[src/tmra_pkg.sv]
// Constants of the temperature monitor register and alarm core.
// Assumes one 200 MHz core clock; bytes arrive from a two-wire engine.
//
// What this block does
// - Status bit 7 high while converting
// - Out-of-limit local or remote measurement sets flag
// - Local over flag bit 6, under bit 5
// - Remote over flag bit 4, under bit 3
// - Open sensor sets bit 2; bits 1-0 reserved
// - Any flag sets alarm latch, pulls alarm low
// - Status read clears flags whose cause is gone
// - Flag holds while its cause persists
// - Flags sticky until status read or reset
// - Latch clears after alert response, cause gone
// - Config bit 6: 0 run, 1 standby
// - Low sleep pin forces standby
// - Config bit 7 masks alarm output
// - Rate code divides period: 16 s to 125 ms
// - Strictly greater or strictly less trips alarm
// - Write to 0F runs one standby conversion
// - Local high limit 05/0B, reset 7Fh
// - Local low limit 06/0C, reset C9h
// - Remote limits 07/0D and 08/0E
// - Value registers read-only 00/01, reset zero
// - Values and limits 8-bit two's complement
// - First write byte loads register pointer
// - Separate read and write addresses
// - Alert response returns own device address
package tmra_pkg;
  // Read addresses
  localparam logic [7:0] RD_LOCAL_VAL  = 8'h00;
  localparam logic [7:0] RD_REMOTE_VAL = 8'h01;
  localparam logic [7:0] RD_STATUS     = 8'h02;
  localparam logic [7:0] RD_CFG        = 8'h03;
  localparam logic [7:0] RD_RATE       = 8'h04;
  localparam logic [7:0] RD_LOCAL_HI   = 8'h05;
  localparam logic [7:0] RD_LOCAL_LO   = 8'h06;
  localparam logic [7:0] RD_REMOTE_HI  = 8'h07;
  localparam logic [7:0] RD_REMOTE_LO  = 8'h08;
  localparam logic [7:0] RD_MAKER      = 8'hFE;
  localparam logic [7:0] RD_REVISION   = 8'hFF;
  // Write addresses
  localparam logic [7:0] WR_CFG        = 8'h09;
  localparam logic [7:0] WR_RATE       = 8'h0A;
  localparam logic [7:0] WR_LOCAL_HI   = 8'h0B;
  localparam logic [7:0] WR_LOCAL_LO   = 8'h0C;
  localparam logic [7:0] WR_REMOTE_HI  = 8'h0D;
  localparam logic [7:0] WR_REMOTE_LO  = 8'h0E;
  localparam logic [7:0] WR_ONE_SHOT   = 8'h0F;
  // Field positions
  localparam int ST_BUSY_BIT  = 7;
  localparam int ST_FLAG_LSB  = 2;
  localparam int NUM_FLAGS    = 5;
  localparam int CFG_MASK_BIT = 7;
  localparam int CFG_SLEEP_PIN_N_BIT = 6;
  localparam int RATE_W       = 3;
  // Reset values
  localparam logic [7:0] PTR_RST  = 8'h00;
  localparam logic [7:0] VAL_RST  = 8'h00;
  localparam logic [7:0] CFG_RST  = 8'h00;
  localparam logic [7:0] RATE_RST = 8'h02;
  localparam logic [7:0] HI_RST   = 8'h7F;
  localparam logic [7:0] LO_RST   = 8'hC9;
  localparam logic [7:0] RATE_MAX = 8'h07;
  localparam logic [7:0] RD_INVALID = 8'h00;
  // Device addresses per strap level
  localparam logic [1:0] STRAP_GND = 2'h0;
  localparam logic [1:0] STRAP_NC  = 2'h1;
  localparam logic [6:0] DEV_ADDR_GND = 7'h4C;
  localparam logic [6:0] DEV_ADDR_NC  = 7'h4D;
  localparam logic [6:0] DEV_ADDR_VDD = 7'h4E;
  // Timing: fastest conversion period, code 07h
  localparam int unsigned CLK_MHZ        = 200;
  localparam int unsigned FAST_PERIOD_MS = 125;
  localparam int unsigned FAST_PERIOD_CYC = FAST_PERIOD_MS * CLK_MHZ * 1000;
  // Conversion sequencer states
  typedef enum logic [1:0] {
    CONV_IDLE = 2'b00,
    CONV_BUSY = 2'b01
  } tmra_conv_state_t;
endpackage

[src/tmra_core.sv]
// Register file, limit compare, conversion pacing and alarm latch.
// Every output is registered, so answers trail requests by a cycle.
// Assumes a byte-level engine decodes the two-wire bus and alert
// response address; the converter reports results by a done pulse.
`timescale 1ns/10ps
`default_nettype none
module tmra_core #(
  parameter int unsigned FAST_CYCLES = tmra_pkg::FAST_PERIOD_CYC,
  parameter logic [7:0]  MAKER_ID    = 8'h5A, // Arbitrary value
  parameter logic [7:0]  REVISION_ID = 8'h01  // Arbitrary value
) (
  input  wire logic       core_clk,    // Core clock
  input  wire logic       rst,         // Synchronous reset, high
  input  wire logic       busWrValid,  // Write byte strobe
  input  wire logic       busWrFirst,  // Byte is first of a write
  input  wire logic [7:0] busWrData,   // Write byte
  input  wire logic       busRdReq,    // Read byte request
  output logic      [7:0] busRdData,   // Read byte
  output logic            busRdValid,  // Read byte valid pulse
  input  wire logic       araReq,      // Alert response read
  output logic            araValid,    // Address answer pulse
  output logic      [6:0] araAddr,     // Own device address
  output logic            adcStart,    // Conversion start pulse
  input  wire logic       adcDone,     // Conversion done pulse
  input  wire logic [7:0] adcLocal,    // Local result
  input  wire logic [7:0] adcRemote,   // Remote result
  input  wire logic       adcOpen,     // Remote junction open
  input  wire logic       sleep_pin_n, // Standby pin, low active
  input  wire logic [1:0] addrStrap,   // Address strap level
  output logic            alertPinOut, // Alarm pin drive level
  output logic            alertPinOe   // Alarm pin pull enable
);
  localparam int NF = tmra_pkg::NUM_FLAGS;

  // Register state
  logic [7:0] ptr_q;
  logic [7:0] localVal_q;
  logic [7:0] remoteVal_q;
  logic [7:0] cfg_q;
  logic [7:0] rate_q;
  logic [7:0] localHi_q;
  logic [7:0] localLo_q;
  logic [7:0] remoteHi_q;
  logic [7:0] remoteLo_q;
  logic       open_q;
  logic [NF-1:0] flags;
  logic       latch_q;
  logic       servicePend_q;
  logic       oneShot_q;
  logic       strapDone_q;
  logic [6:0] devAddr_q;
  logic [31:0] cnt_q;
  logic [31:0] cnt_d;
  tmra_pkg::tmra_conv_state_t state_q;
  tmra_pkg::tmra_conv_state_t state_d;

  // Bus byte decode
  wire ptrWr  = busWrValid & busWrFirst;
  wire dataWr = busWrValid & ~busWrFirst;
  // Writes land only on write addresses
  wire wrCfg   = dataWr & (ptr_q == tmra_pkg::WR_CFG);
  wire wrRate  = dataWr & (ptr_q == tmra_pkg::WR_RATE);
  wire wrLHi   = dataWr & (ptr_q == tmra_pkg::WR_LOCAL_HI);
  wire wrLLo   = dataWr & (ptr_q == tmra_pkg::WR_LOCAL_LO);
  wire wrRHi   = dataWr & (ptr_q == tmra_pkg::WR_REMOTE_HI);
  wire wrRLo   = dataWr & (ptr_q == tmra_pkg::WR_REMOTE_LO);
  wire wrShot  = dataWr & (ptr_q == tmra_pkg::WR_ONE_SHOT);
  // Reserved codes would stall pacing, so clamp them
  wire [7:0] rateIn = (busWrData > tmra_pkg::RATE_MAX) ?
                      tmra_pkg::RATE_MAX : busWrData;

  // Mode decode: either control forces standby
  wire cfgStandby = cfg_q[tmra_pkg::CFG_SLEEP_PIN_N_BIT];
  wire pinStandby = ~sleep_pin_n;
  wire standby    = cfgStandby | pinStandby;
  wire busy       = (state_q == tmra_pkg::CONV_BUSY);

  // Limit compares, signed and strict
  wire lHiCause = $signed(localVal_q) > $signed(localHi_q);
  wire lLoCause = $signed(localVal_q) < $signed(localLo_q);
  wire rHiCause = $signed(remoteVal_q) > $signed(remoteHi_q);
  wire rLoCause = $signed(remoteVal_q) < $signed(remoteLo_q);
  // Index i maps onto status bit i+2
  wire [NF-1:0] cause = {
    lHiCause,
    lLoCause,
    rHiCause,
    rLoCause,
    open_q
  };
  wire statusRd = busRdReq & (ptr_q == tmra_pkg::RD_STATUS);

  // Alert response is taken only while the pin is pulled
  wire araTaken = araReq & alertPinOe;

  // Strap level to own address; both upper levels mean tied high
  wire [6:0] strapAddr =
    (addrStrap == tmra_pkg::STRAP_GND) ? tmra_pkg::DEV_ADDR_GND :
    (addrStrap == tmra_pkg::STRAP_NC)  ? tmra_pkg::DEV_ADDR_NC  :
    tmra_pkg::DEV_ADDR_VDD;

  // Status byte: busy, five flags, reserved zeros
  wire [7:0] statusByte = {busy, flags, 2'b00};

  // Read selection; write-only addresses read invalid
  wire [7:0] rdMux =
    (ptr_q == tmra_pkg::RD_LOCAL_VAL)  ? localVal_q  :
    (ptr_q == tmra_pkg::RD_REMOTE_VAL) ? remoteVal_q :
    (ptr_q == tmra_pkg::RD_STATUS)     ? statusByte  :
    (ptr_q == tmra_pkg::RD_CFG)        ? cfg_q       :
    (ptr_q == tmra_pkg::RD_RATE)       ? rate_q      :
    (ptr_q == tmra_pkg::RD_LOCAL_HI)   ? localHi_q   :
    (ptr_q == tmra_pkg::RD_LOCAL_LO)   ? localLo_q   :
    (ptr_q == tmra_pkg::RD_REMOTE_HI)  ? remoteHi_q  :
    (ptr_q == tmra_pkg::RD_REMOTE_LO)  ? remoteLo_q  :
    (ptr_q == tmra_pkg::RD_MAKER)      ? MAKER_ID    :
    (ptr_q == tmra_pkg::RD_REVISION)   ? REVISION_ID :
    tmra_pkg::RD_INVALID;

  // Pacing period doubles per code step below 07h
  wire [2:0]  shiftAmt = 3'(3'h7 - rate_q[tmra_pkg::RATE_W-1:0]);
  wire [31:0] period   = FAST_CYCLES[31:0] << shiftAmt;
  wire        cntZero  = (cnt_q == 32'h0000_0000);
  wire        runDue   = ~standby & cntZero;
  wire        startReq = ~busy & (runDue | oneShot_q);

  // Named strobes for the processes below
  wire        shotArm  = wrShot & standby;
  wire        loadRes  = busy & adcDone;
  wire        latchClr = servicePend_q & ~|cause;
  wire        pullD    = latch_q & ~cfg_q[tmra_pkg::CFG_MASK_BIT];

  // Pointer register
  always_ff @(posedge core_clk) begin
    if (rst) begin
      ptr_q <= tmra_pkg::PTR_RST;
    end else if (ptrWr) begin
      ptr_q <= busWrData;
    end
  end

  // Configuration; reserved low bits always read zero
  always_ff @(posedge core_clk) begin
    if (rst) begin
      cfg_q <= tmra_pkg::CFG_RST;
    end else if (wrCfg) begin
      cfg_q <= busWrData & 8'hC0;
    end
  end

  // Rate select, clamped before it is stored
  always_ff @(posedge core_clk) begin
    if (rst) begin
      rate_q <= tmra_pkg::RATE_RST;
    end else if (wrRate) begin
      rate_q <= rateIn;
    end
  end

  // Limit registers
  always_ff @(posedge core_clk) begin
    if (rst) begin
      localHi_q  <= tmra_pkg::HI_RST;
      localLo_q  <= tmra_pkg::LO_RST;
      remoteHi_q <= tmra_pkg::HI_RST;
      remoteLo_q <= tmra_pkg::LO_RST;
    end else begin
      if (wrLHi) begin
        localHi_q <= busWrData;
      end
      if (wrLLo) begin
        localLo_q <= busWrData;
      end
      if (wrRHi) begin
        remoteHi_q <= busWrData;
      end
      if (wrRLo) begin
        remoteLo_q <= busWrData;
      end
    end
  end

  // Results load only from the converter
  always_ff @(posedge core_clk) begin
    if (rst) begin
      localVal_q  <= tmra_pkg::VAL_RST;
      remoteVal_q <= tmra_pkg::VAL_RST;
      open_q      <= 1'b0;
    end else if (loadRes) begin
      localVal_q  <= adcLocal;
      remoteVal_q <= adcRemote;
      open_q      <= adcOpen;
    end
  end

  // Sticky flags, cause overrides a status-read clear
  genvar gi;
  generate
    for (gi = 0; gi < NF; gi++) begin : g_flag
      tmra_sticky_flag u_flag (
        .core_clk (core_clk),
        .rst      (rst),
        .cause    (cause[gi]),
        .clrReq   (statusRd),
        .flag_q   (flags[gi])
      );
    end
  endgenerate

  // One-shot request, honoured only in standby
  always_ff @(posedge core_clk) begin
    if (rst) begin
      oneShot_q <= 1'b0;
    end else if (shotArm) begin
      oneShot_q <= 1'b1;
    end else if (startReq | ~standby) begin
      oneShot_q <= 1'b0;
    end
  end

  // Pacing counter holds at zero until a start is taken
  always_comb begin
    cnt_d = cnt_q;
    if (standby | (startReq & runDue)) begin
      cnt_d = period - 32'h0000_0001;
    end else if (~cntZero) begin
      cnt_d = cnt_q - 32'h0000_0001;
    end
  end

  // Sequencer next state
  always_comb begin
    state_d = state_q;
    case (state_q)
      tmra_pkg::CONV_IDLE: begin
        if (startReq) begin
          state_d = tmra_pkg::CONV_BUSY;
        end
      end
      tmra_pkg::CONV_BUSY: begin
        if (adcDone) begin
          state_d = tmra_pkg::CONV_IDLE;
        end
      end
      default: state_d = tmra_pkg::CONV_IDLE;
    endcase
  end

  // Sequencer state
  always_ff @(posedge core_clk) begin
    if (rst) begin
      state_q <= tmra_pkg::CONV_IDLE;
    end else begin
      state_q <= state_d;
    end
  end

  // Pacing counter, reloaded on each run start
  always_ff @(posedge core_clk) begin
    if (rst) begin
      cnt_q <= 32'h0000_0000;
    end else begin
      cnt_q <= cnt_d;
    end
  end

  // Start pulse lasts one cycle since busy follows it
  always_ff @(posedge core_clk) begin
    if (rst) begin
      adcStart <= 1'b0;
    end else begin
      adcStart <= startReq;
    end
  end

  // Read strobe, one cycle after the request
  always_ff @(posedge core_clk) begin
    if (rst) begin
      busRdValid <= 1'b0;
    end else begin
      busRdValid <= busRdReq;
    end
  end

  // Read byte holds until the next request
  always_ff @(posedge core_clk) begin
    if (rst) begin
      busRdData <= 8'h00;
    end else if (busRdReq) begin
      busRdData <= rdMux;
    end
  end

  // Strap caught once after reset release
  always_ff @(posedge core_clk) begin
    if (rst) begin
      strapDone_q <= 1'b0;
      devAddr_q   <= tmra_pkg::DEV_ADDR_GND;
    end else if (~strapDone_q) begin
      strapDone_q <= 1'b1;
      devAddr_q   <= strapAddr;
    end
  end

  // Alert response: answer only while pulling the pin
  always_ff @(posedge core_clk) begin
    if (rst) begin
      araValid <= 1'b0;
      araAddr  <= 7'h00;
    end else begin
      araValid <= araTaken;
      if (araTaken) begin
        araAddr <= devAddr_q;
      end
    end
  end

  // Latch survives status reads; needs service plus clean state
  always_ff @(posedge core_clk) begin
    if (rst) begin
      latch_q       <= 1'b0;
      servicePend_q <= 1'b0;
    end else if (|flags) begin
      latch_q <= 1'b1;
      if (araTaken) begin
        servicePend_q <= 1'b1;
      end
    end else if (latch_q) begin
      if (latchClr) begin
        latch_q       <= 1'b0;
        servicePend_q <= 1'b0;
      end else if (araTaken) begin
        servicePend_q <= 1'b1;
      end
    end else begin
      servicePend_q <= 1'b0;
    end
  end

  // Open-drain pin only ever pulls low
  always_ff @(posedge core_clk) begin
    if (rst) begin
      alertPinOut <= 1'b0;
      alertPinOe  <= 1'b0;
    end else begin
      alertPinOut <= 1'b0;
      alertPinOe  <= pullD;
    end
  end
endmodule // tmra_core
`default_nettype wire

[src/tmra_sticky_flag.sv]
// One sticky status flag with conditional clear.
// Assumes the cause input is already a registered level.
`timescale 1ns/10ps
`default_nettype none
module tmra_sticky_flag (
  input  wire logic core_clk, // Core clock
  input  wire logic rst,      // Synchronous reset, high
  input  wire logic cause,    // Cause present this cycle
  input  wire logic clrReq,   // Status read clear request
  output logic      flag_q    // Sticky flag
);
  // Cause beats clear, so an event never drops
  always_ff @(posedge core_clk) begin
    if (rst) begin
      flag_q <= 1'b0;
    end else if (cause) begin
      flag_q <= 1'b1;
    end else if (clrReq) begin
      flag_q <= 1'b0;
    end
  end
endmodule // tmra_sticky_flag
`default_nettype wire

[config.mk]
export PLATFORM = sky130hd
export DESIGN_NAME = tmra_core
export DESIGN_NICKNAME = d
export VERILOG_FILES = /design/src/tmra_pkg.sv /design/src/tmra_core.sv /design/src/tmra_sticky_flag.sv
export SDC_FILE = /design/constraint.sdc
export NUM_CORES = 1
export LEC_CHECK = 0
export BUFFER_PORTS_ARGS = -buffer_cell sky130_fd_sc_hd__buf_2
export CAP_MARGIN = 10
export CORE_MARGIN = 8
export CORE_UTILIZATION = 35
export CTS_BUF_LIST = sky130_fd_sc_hd__clkbuf_16
export CTS_CLUSTER_DIAMETER = 80
export DETAILED_ROUTE_END_ITERATION = 6
export PLACE_DENSITY_LB_ADDON = 0.12
export RECOVER_POWER = 50
export REMOVE_ABC_BUFFERS = 1
export SETUP_SLACK_MARGIN = 0.5
export SYNTH_ARGS = -nofsm -noshare
export SYNTH_HDL_FRONTEND = slang
export SYNTH_SLANG_ARGS = --single-unit
export TNS_END_PERCENT = 5
[constraint.sdc]
create_clock -name core_clk -period 6.3 [get_ports core_clk]
set_clock_uncertainty 0.2 [all_clocks]
set_input_delay 0 -clock core_clk [delete_from_list [all_inputs] [get_ports core_clk]]
set_output_delay 0 -clock core_clk [all_outputs]
set_load 0.02 [all_outputs]
## Word level (Yosys, flattened, before mapping)

Cells that the tools add are included.

- Register bits: 136
- Output and inout bits: 20
- Word-level logic and storage cells: 135

- Add/subtract/negate cells: 3
- Magnitude comparators: 5
- Equal/unequal tests: 22
- Shift-type cells: 1
- Mux-type cells: 35
- Bitwise gates (word level): 27
- Reductions and logical operators: 14

Operator list:

| kind | number |
|---|---|
| $mux W8 | 10 |
| $eq A8 B4 Y1 const B | 8 |
| $mux W32 | 2 |
| $sub A32 B1 Y32 const B | 2 |
| $eq A8 B3 Y1 const B | 4 |
| $logic_not A32 Y1 | 1 |
| $shl A25 B3 Y32 const A | 1 |
| $and A1 B1 Y1 | 18 |
| $mux W1 | 17 |
| $eq A8 B2 Y1 const B | 2 |
| $eq A8 B8 Y1 const B | 2 |
| $gt A8 B8 Y1 | 2 |
| $lt A8 B8 Y1 | 2 |
| $reduce_bool A2 Y1 | 6 |
| $reduce_or A5 Y1 | 2 |
| $eq A8 B1 Y1 const B | 1 |
| $gt A8 B3 Y1 const B | 1 |
| $logic_not A8 Y1 | 1 |
| $mux W2 | 4 |
| $mux W7 | 1 |
| $not A1 Y1 | 5 |
| $eq A2 B1 Y1 const B | 2 |
| $logic_not A2 Y1 | 2 |
| $ne A2 B2 Y1 const B | 2 |
| other kinds (6) | 9 |

## Logic depth before layout (Yosys ltp)

- Depth after elaboration: 12
- Depth in mapped cells: 10

## By module

From an unflattened synthesis, not the netlist that was laid out.

- Cells, all modules: 840
- Area, all modules: 6,752.7 sq um

Modules (own cells, without submodules):

| module | instances | cells each | area an instance (sq um) | seq. area each (sq um) |
|---|---|---|---|---|
| tmra_core | 1 | 820 | 6,558.8 | 2,422.3 |
| tmra_sticky_flag | 5 | 4 | 38.8 | 20.0 |

## Worst setup path after synthesis

Ideal clock, no wire load.

- Kind: reg-to-reg
- From: reg cnt_q[2]
- To: reg cnt_q[27]
- Setup time: 0.071 ns
- Arrival time: 3.059 ns
- Required time: 6.029 ns
- Path slack: 2.970 ns
- Cell stages (with the launch flop): 10
- Path through: dfxtp_1 -> or4_4 -> or4_1 -> buf_2 -> o31ai_4 -> mux2_2 -> or4_1 -> buf_2 -> or3_1 -> a21oi_1

- Word-level cells in the longest chain between the ends: 7
- Elaborated cells between the ends (all ways): 10
- Those cells by class: add/sub: 1; eq/ne: 1; mux: 2; bitwise: 5; reduce/logical: 1

Ends and longest elaborated chain:

| element | RTL line | source |
|---|---|---|
| start, declared | tmra_core.sv:52 | `logic [31:0] cnt_q;` |
| start signal, assigned | tmra_core.sv:263 | `cnt_q <= cnt_d;` |
| branches (longest 7 deep; another with $sub A32 B1 Y32) | - |  |

Parallel ways; which one is timed is not known. The select of a mux whose other input is x is not followed.
A chain may end at the register's enable or synchronous reset.

## Worst setup path in the final report

- From: in rst
- To: reg rate_q[5]

RTL lines:

| element | RTL line | source |
|---|---|---|
| start, declared | tmra_core.sv:13 | `input wire logic rst,` |
| end signal, assigned | tmra_core.sv:154 | `rate_q <= tmra_pkg::RATE_RST;` |
| end signal, assigned | tmra_core.sv:156 | `rate_q <= rateIn;` |
| end, declared | tmra_core.sv:40 | `logic [7:0] rate_q;` |

No word-level cell between the ends.

==> flow_summary.json <==
{
  "slew_headroom_pct": -30.65,
  "n_antenna_cell": 0,
  "status": "complete, but fails checks",
  "slew_viol_final": 42,
  "cpPeakStageDelay_ps": 1390,
  "fmax_mhz": 224.2,
  "rsz0062_at_grt": "false",
  "hold_violations": 0,
  "yosys.area.top_type_share_pct": 37.92,
  "clk_latency_ps": 420,
  "synth_edf_count": 0,
  "worst_slew_pin_slew_ps": 1960,
  "grt_max_degree": 42,
  "grt.overflow.total": 0,
  "grt_pass1_vias": 6039,
  "timing.final.crit_share_pct": 70.78,
  "cp_cell_sequence": "dlygate4sd3_1, clkbuf_1, clkbuf_1, inv_1, and3_1",
  "io_buffers": 51,
  "grt_first_pass_wirelength_mm": 33.65,
  "clk_pin_slew_worst_paths_ps": 60,
  "finalWirelength_mm": 20.70,
  "h-tree-depth": 4,
  "die_height_um": 153.9,
  "dp_hpwl_mm": 14.25,
  "ys_ff_latch": 126,
  "wl_per_cell_um": 17.92,
  "placed_cells": 1079,
  "drv_cap": 1,
  "violations": "capacitance limit, slew limit",
  "syn_avg_cell_area_um2": 7.910,
  "drt_iter0_drc": 403,
  "setup.worst_path.class": "input port to flip-flop",
  "track_usage_pct": 17.80,
  "min_path_cells": 4,
  "finalNonFillerCells": 1155,
  "area_delta_synth_final_pct": 20.26,
  "post_cts_buffers": 0,
  "crit_arrival_ps": 4560,
  "p_leak_nw": 3.136,
  "initial_core_util_pct": 35.57,
  "setup_viol": 0,
  "tns_ps": 0,
  "power_density_nw_per_um2": 243.4,
  "reg2regPathDepth": 8,
  "finalCriticalPeriod_ps": 4459,
  "antenna_found_initial": 0,
  "cts_tree": "built",
  "syn-cell-area_um2": 6653,
  "dr.pass1.iters": 5,
  "postSynthCellCount": 841,
  "vias_per_cell": 5.323,
  "yosysUniqueCellTypes": 59,
  "io_pins": 55,
  "path_delay_family": "buffers and inverters",
  "fp.coreArea_um2": 18710,
  "peakVddDrop_mv": 0.1895,
  "reg2reg_to": "cnt_q[27]",
  "die_x_um": 153.9,
  "seq_area_frac_synth_pct": 37.92,
  "rr_startpoint": "cnt_q[2]",
  "synth_top_area_cell": "dfxtp_1",
  "ctsRootBufferMaster": "clkbuf_16",
  "r2r_setup_slack_ps": 2620,
  "cts_buffers": 17,
  "synthFlopType": "dfxtp_1",
  "min_to": "localVal_q[1]",
  "gp_congestion": 0.8234,
  "drive_gt1_share_pct": 9.772,
  "drc": 0,
  "crit_path_frequent_cell": "clkbuf_1",
  "critical-path-slowest-cell": "clkbuf_1",
  "yosysWarnings": 0,
  "clock_sinks": 126,
  "synthArstFlopShare_pct": 0,
  "vias": 6148,
  "p_total_mw": 1.947,
  "fin_nets": 974,
  "start_kind": "input port",
  "design_area_um2": 8000,
  "crit_required_ps": 6400,
  "min_from": "adcDone",
  "die_area_um2": 23670,
  "postPlaceCellArea_um2": 7042,
  "cp_num_buf_inv": 4,
  "end_kind": "flip-flop",
  "cts_buffer_depth": 2,
  "num_rows": 50,
  "hp-class": "input port to flip-flop",
  "path_max_fanout": 41,
  "netlist_top_cells_area": "dfxtp_1 38%, nand2_1 6.2%, ha_1 5.8%, a21oi_1 5.7%, nor2_1 4.9%",
  "antenna_left": 0
}
-- registers in the layout, summed over array words and instances, names as in the netlist, 2 cells and up --
register	flops
araAddr	3
busRdData	8
cfg_q	2
cnt_q	32
devAddr_q	2
g_flag.u_flag.flag_q	5
localHi_q	8
localLo_q	8
localVal_q	8
ptr_q	8
rate_q	8
remoteHi_q	8
remoteLo_q	8
remoteVal_q	8
-- repair_timing --
| action | 4_1_cts | 5_1_grt |
|---|---|---|
| hold buffers | 44 | 0 |
| endpoints found under the hold margin | 83 | 0 |
| gates resized for setup | 0 | 0 |
-- through the flow --
step                      setup slack, ps  hold WS [ps]  util, %
after CTS                            2630         150.2    42.93
after global placement               2676         41.05    37.65
after floorplan                      2447        -130.9        -
final                                1841         168.8    42.77
after global routing                 1439         172.7    42.77
after detailed placement             2658         46.35    37.65
-- cells by family after synthesis --
kind of cell    Yosys count  synth area share (%)
simple gates            322                 22.34
compound gates          217                 21.05
flops                   126                 37.92
buf+inv                  97                 5.906
fa+ha+maj                31                 5.830
mux                      25                 4.006
xor+xnor                 22                 2.896
other cells               1               0.05637
-- worst reg2reg max path, cell delays in order, from the launching register on --
cell and delay (ps):
dfxtp_1 340, or4_4 560, or4_1 570, o31ai_4 330, buf_4 350, a32oi_4 110
or4_1 620, or3_1 390, a21oi_1 140
-- final cells by class --
class	instances	area (um^2)
Clock buffer	17	425.4
Clock inverter	15	122.6
Fill cell	1910	10710
Inverter	37	138.9
Multi-Input combinational cell	620	3750
Sequential cell	126	2522
Tap cell	234	292.8
Timing Repair Buffer	106	748.2
-- power breakdown --
group / internal [mW] / switching [mW] / total [mW]
clock network: 0.539 / 0.376 / 0.915
registers: 0.819 / 0.0200 / 0.839
logic: 0.0762 / 0.117 / 0.193
total: 1.43 / 0.513 / 1.95
-- how the worst max path moves through the flow --
| stage | start | to | slack, ps | cells after the start |
|---|---|---|---|---|
| 2_1_floorplan | cnt_q[2] | cnt_q[27] | 2450 | 7 |
| 3_3_place_gp | cnt_q[2] | cnt_q[27] | 2680 | 8 |
| 3_5_place_dp | cnt_q[2] | cnt_q[27] | 2660 | 8 |
| 4_1_cts | cnt_q[2] | cnt_q[27] | 2630 | 8 |
| 5_1_grt | rst | rate_q[7] | 1440 | 5 |
| 6_report | rst | rate_q[5] | 1840 | 5 |
-- cell usage after synthesis (all sizes together) (2+ instances only) --
library cell	n
a211oi	14
a21o	5
a21oi	76
a22oi	10
a311oi	4
a31oi	10
and2	3
and3	7
buf	15
clkbuf	45
dfxtp	126
ha	31
inv	37
mux2	3
mux2i	21
nand2	110
nand2b	11
nand3	24
nand3b	2
nand4	6
nor2	86
nor2b	8
nor3	26
nor3b	4
nor4	12
o2111ai	2
o211ai	26
o21a	9
o21ai	36
o221ai	3
o22a	2
o22ai	2
o311ai	3
o31a	2
o31ai	3
or2	6
or3	8
or4	7
xnor2	12
xor2	10
-- cell usage in the layout (no fill, tap or decap), types with 14 or more instances in the layout --
cell / n
dfxtp_1: 126
nand2_1: 110
nor2_1: 86
a21oi_1: 76
dlygate4sd3_1: 44
inv_1: 37
o21ai_0: 36
buf_2: 33
ha_1: 31
nor3_1: 26
o211ai_1: 26
nand3_1: 24
mux2i_1: 21
clkbuf_1: 20
clkbuf_16: 17
a211oi_1: 14
-- routing by layer --
layer | vias to the layer above | GRT usage (%) | share of wire [%]
li1 | 3108 | - | -
met1 | 2898 | 25.59 | 52
met2 | 127 | 26.61 | 42
met3 | 15 | 3.139 | 4.0
met4 | 0 | 5.040 | 1.5
met5 | - | 0 | 0
(Power assumes the default switching activity.)
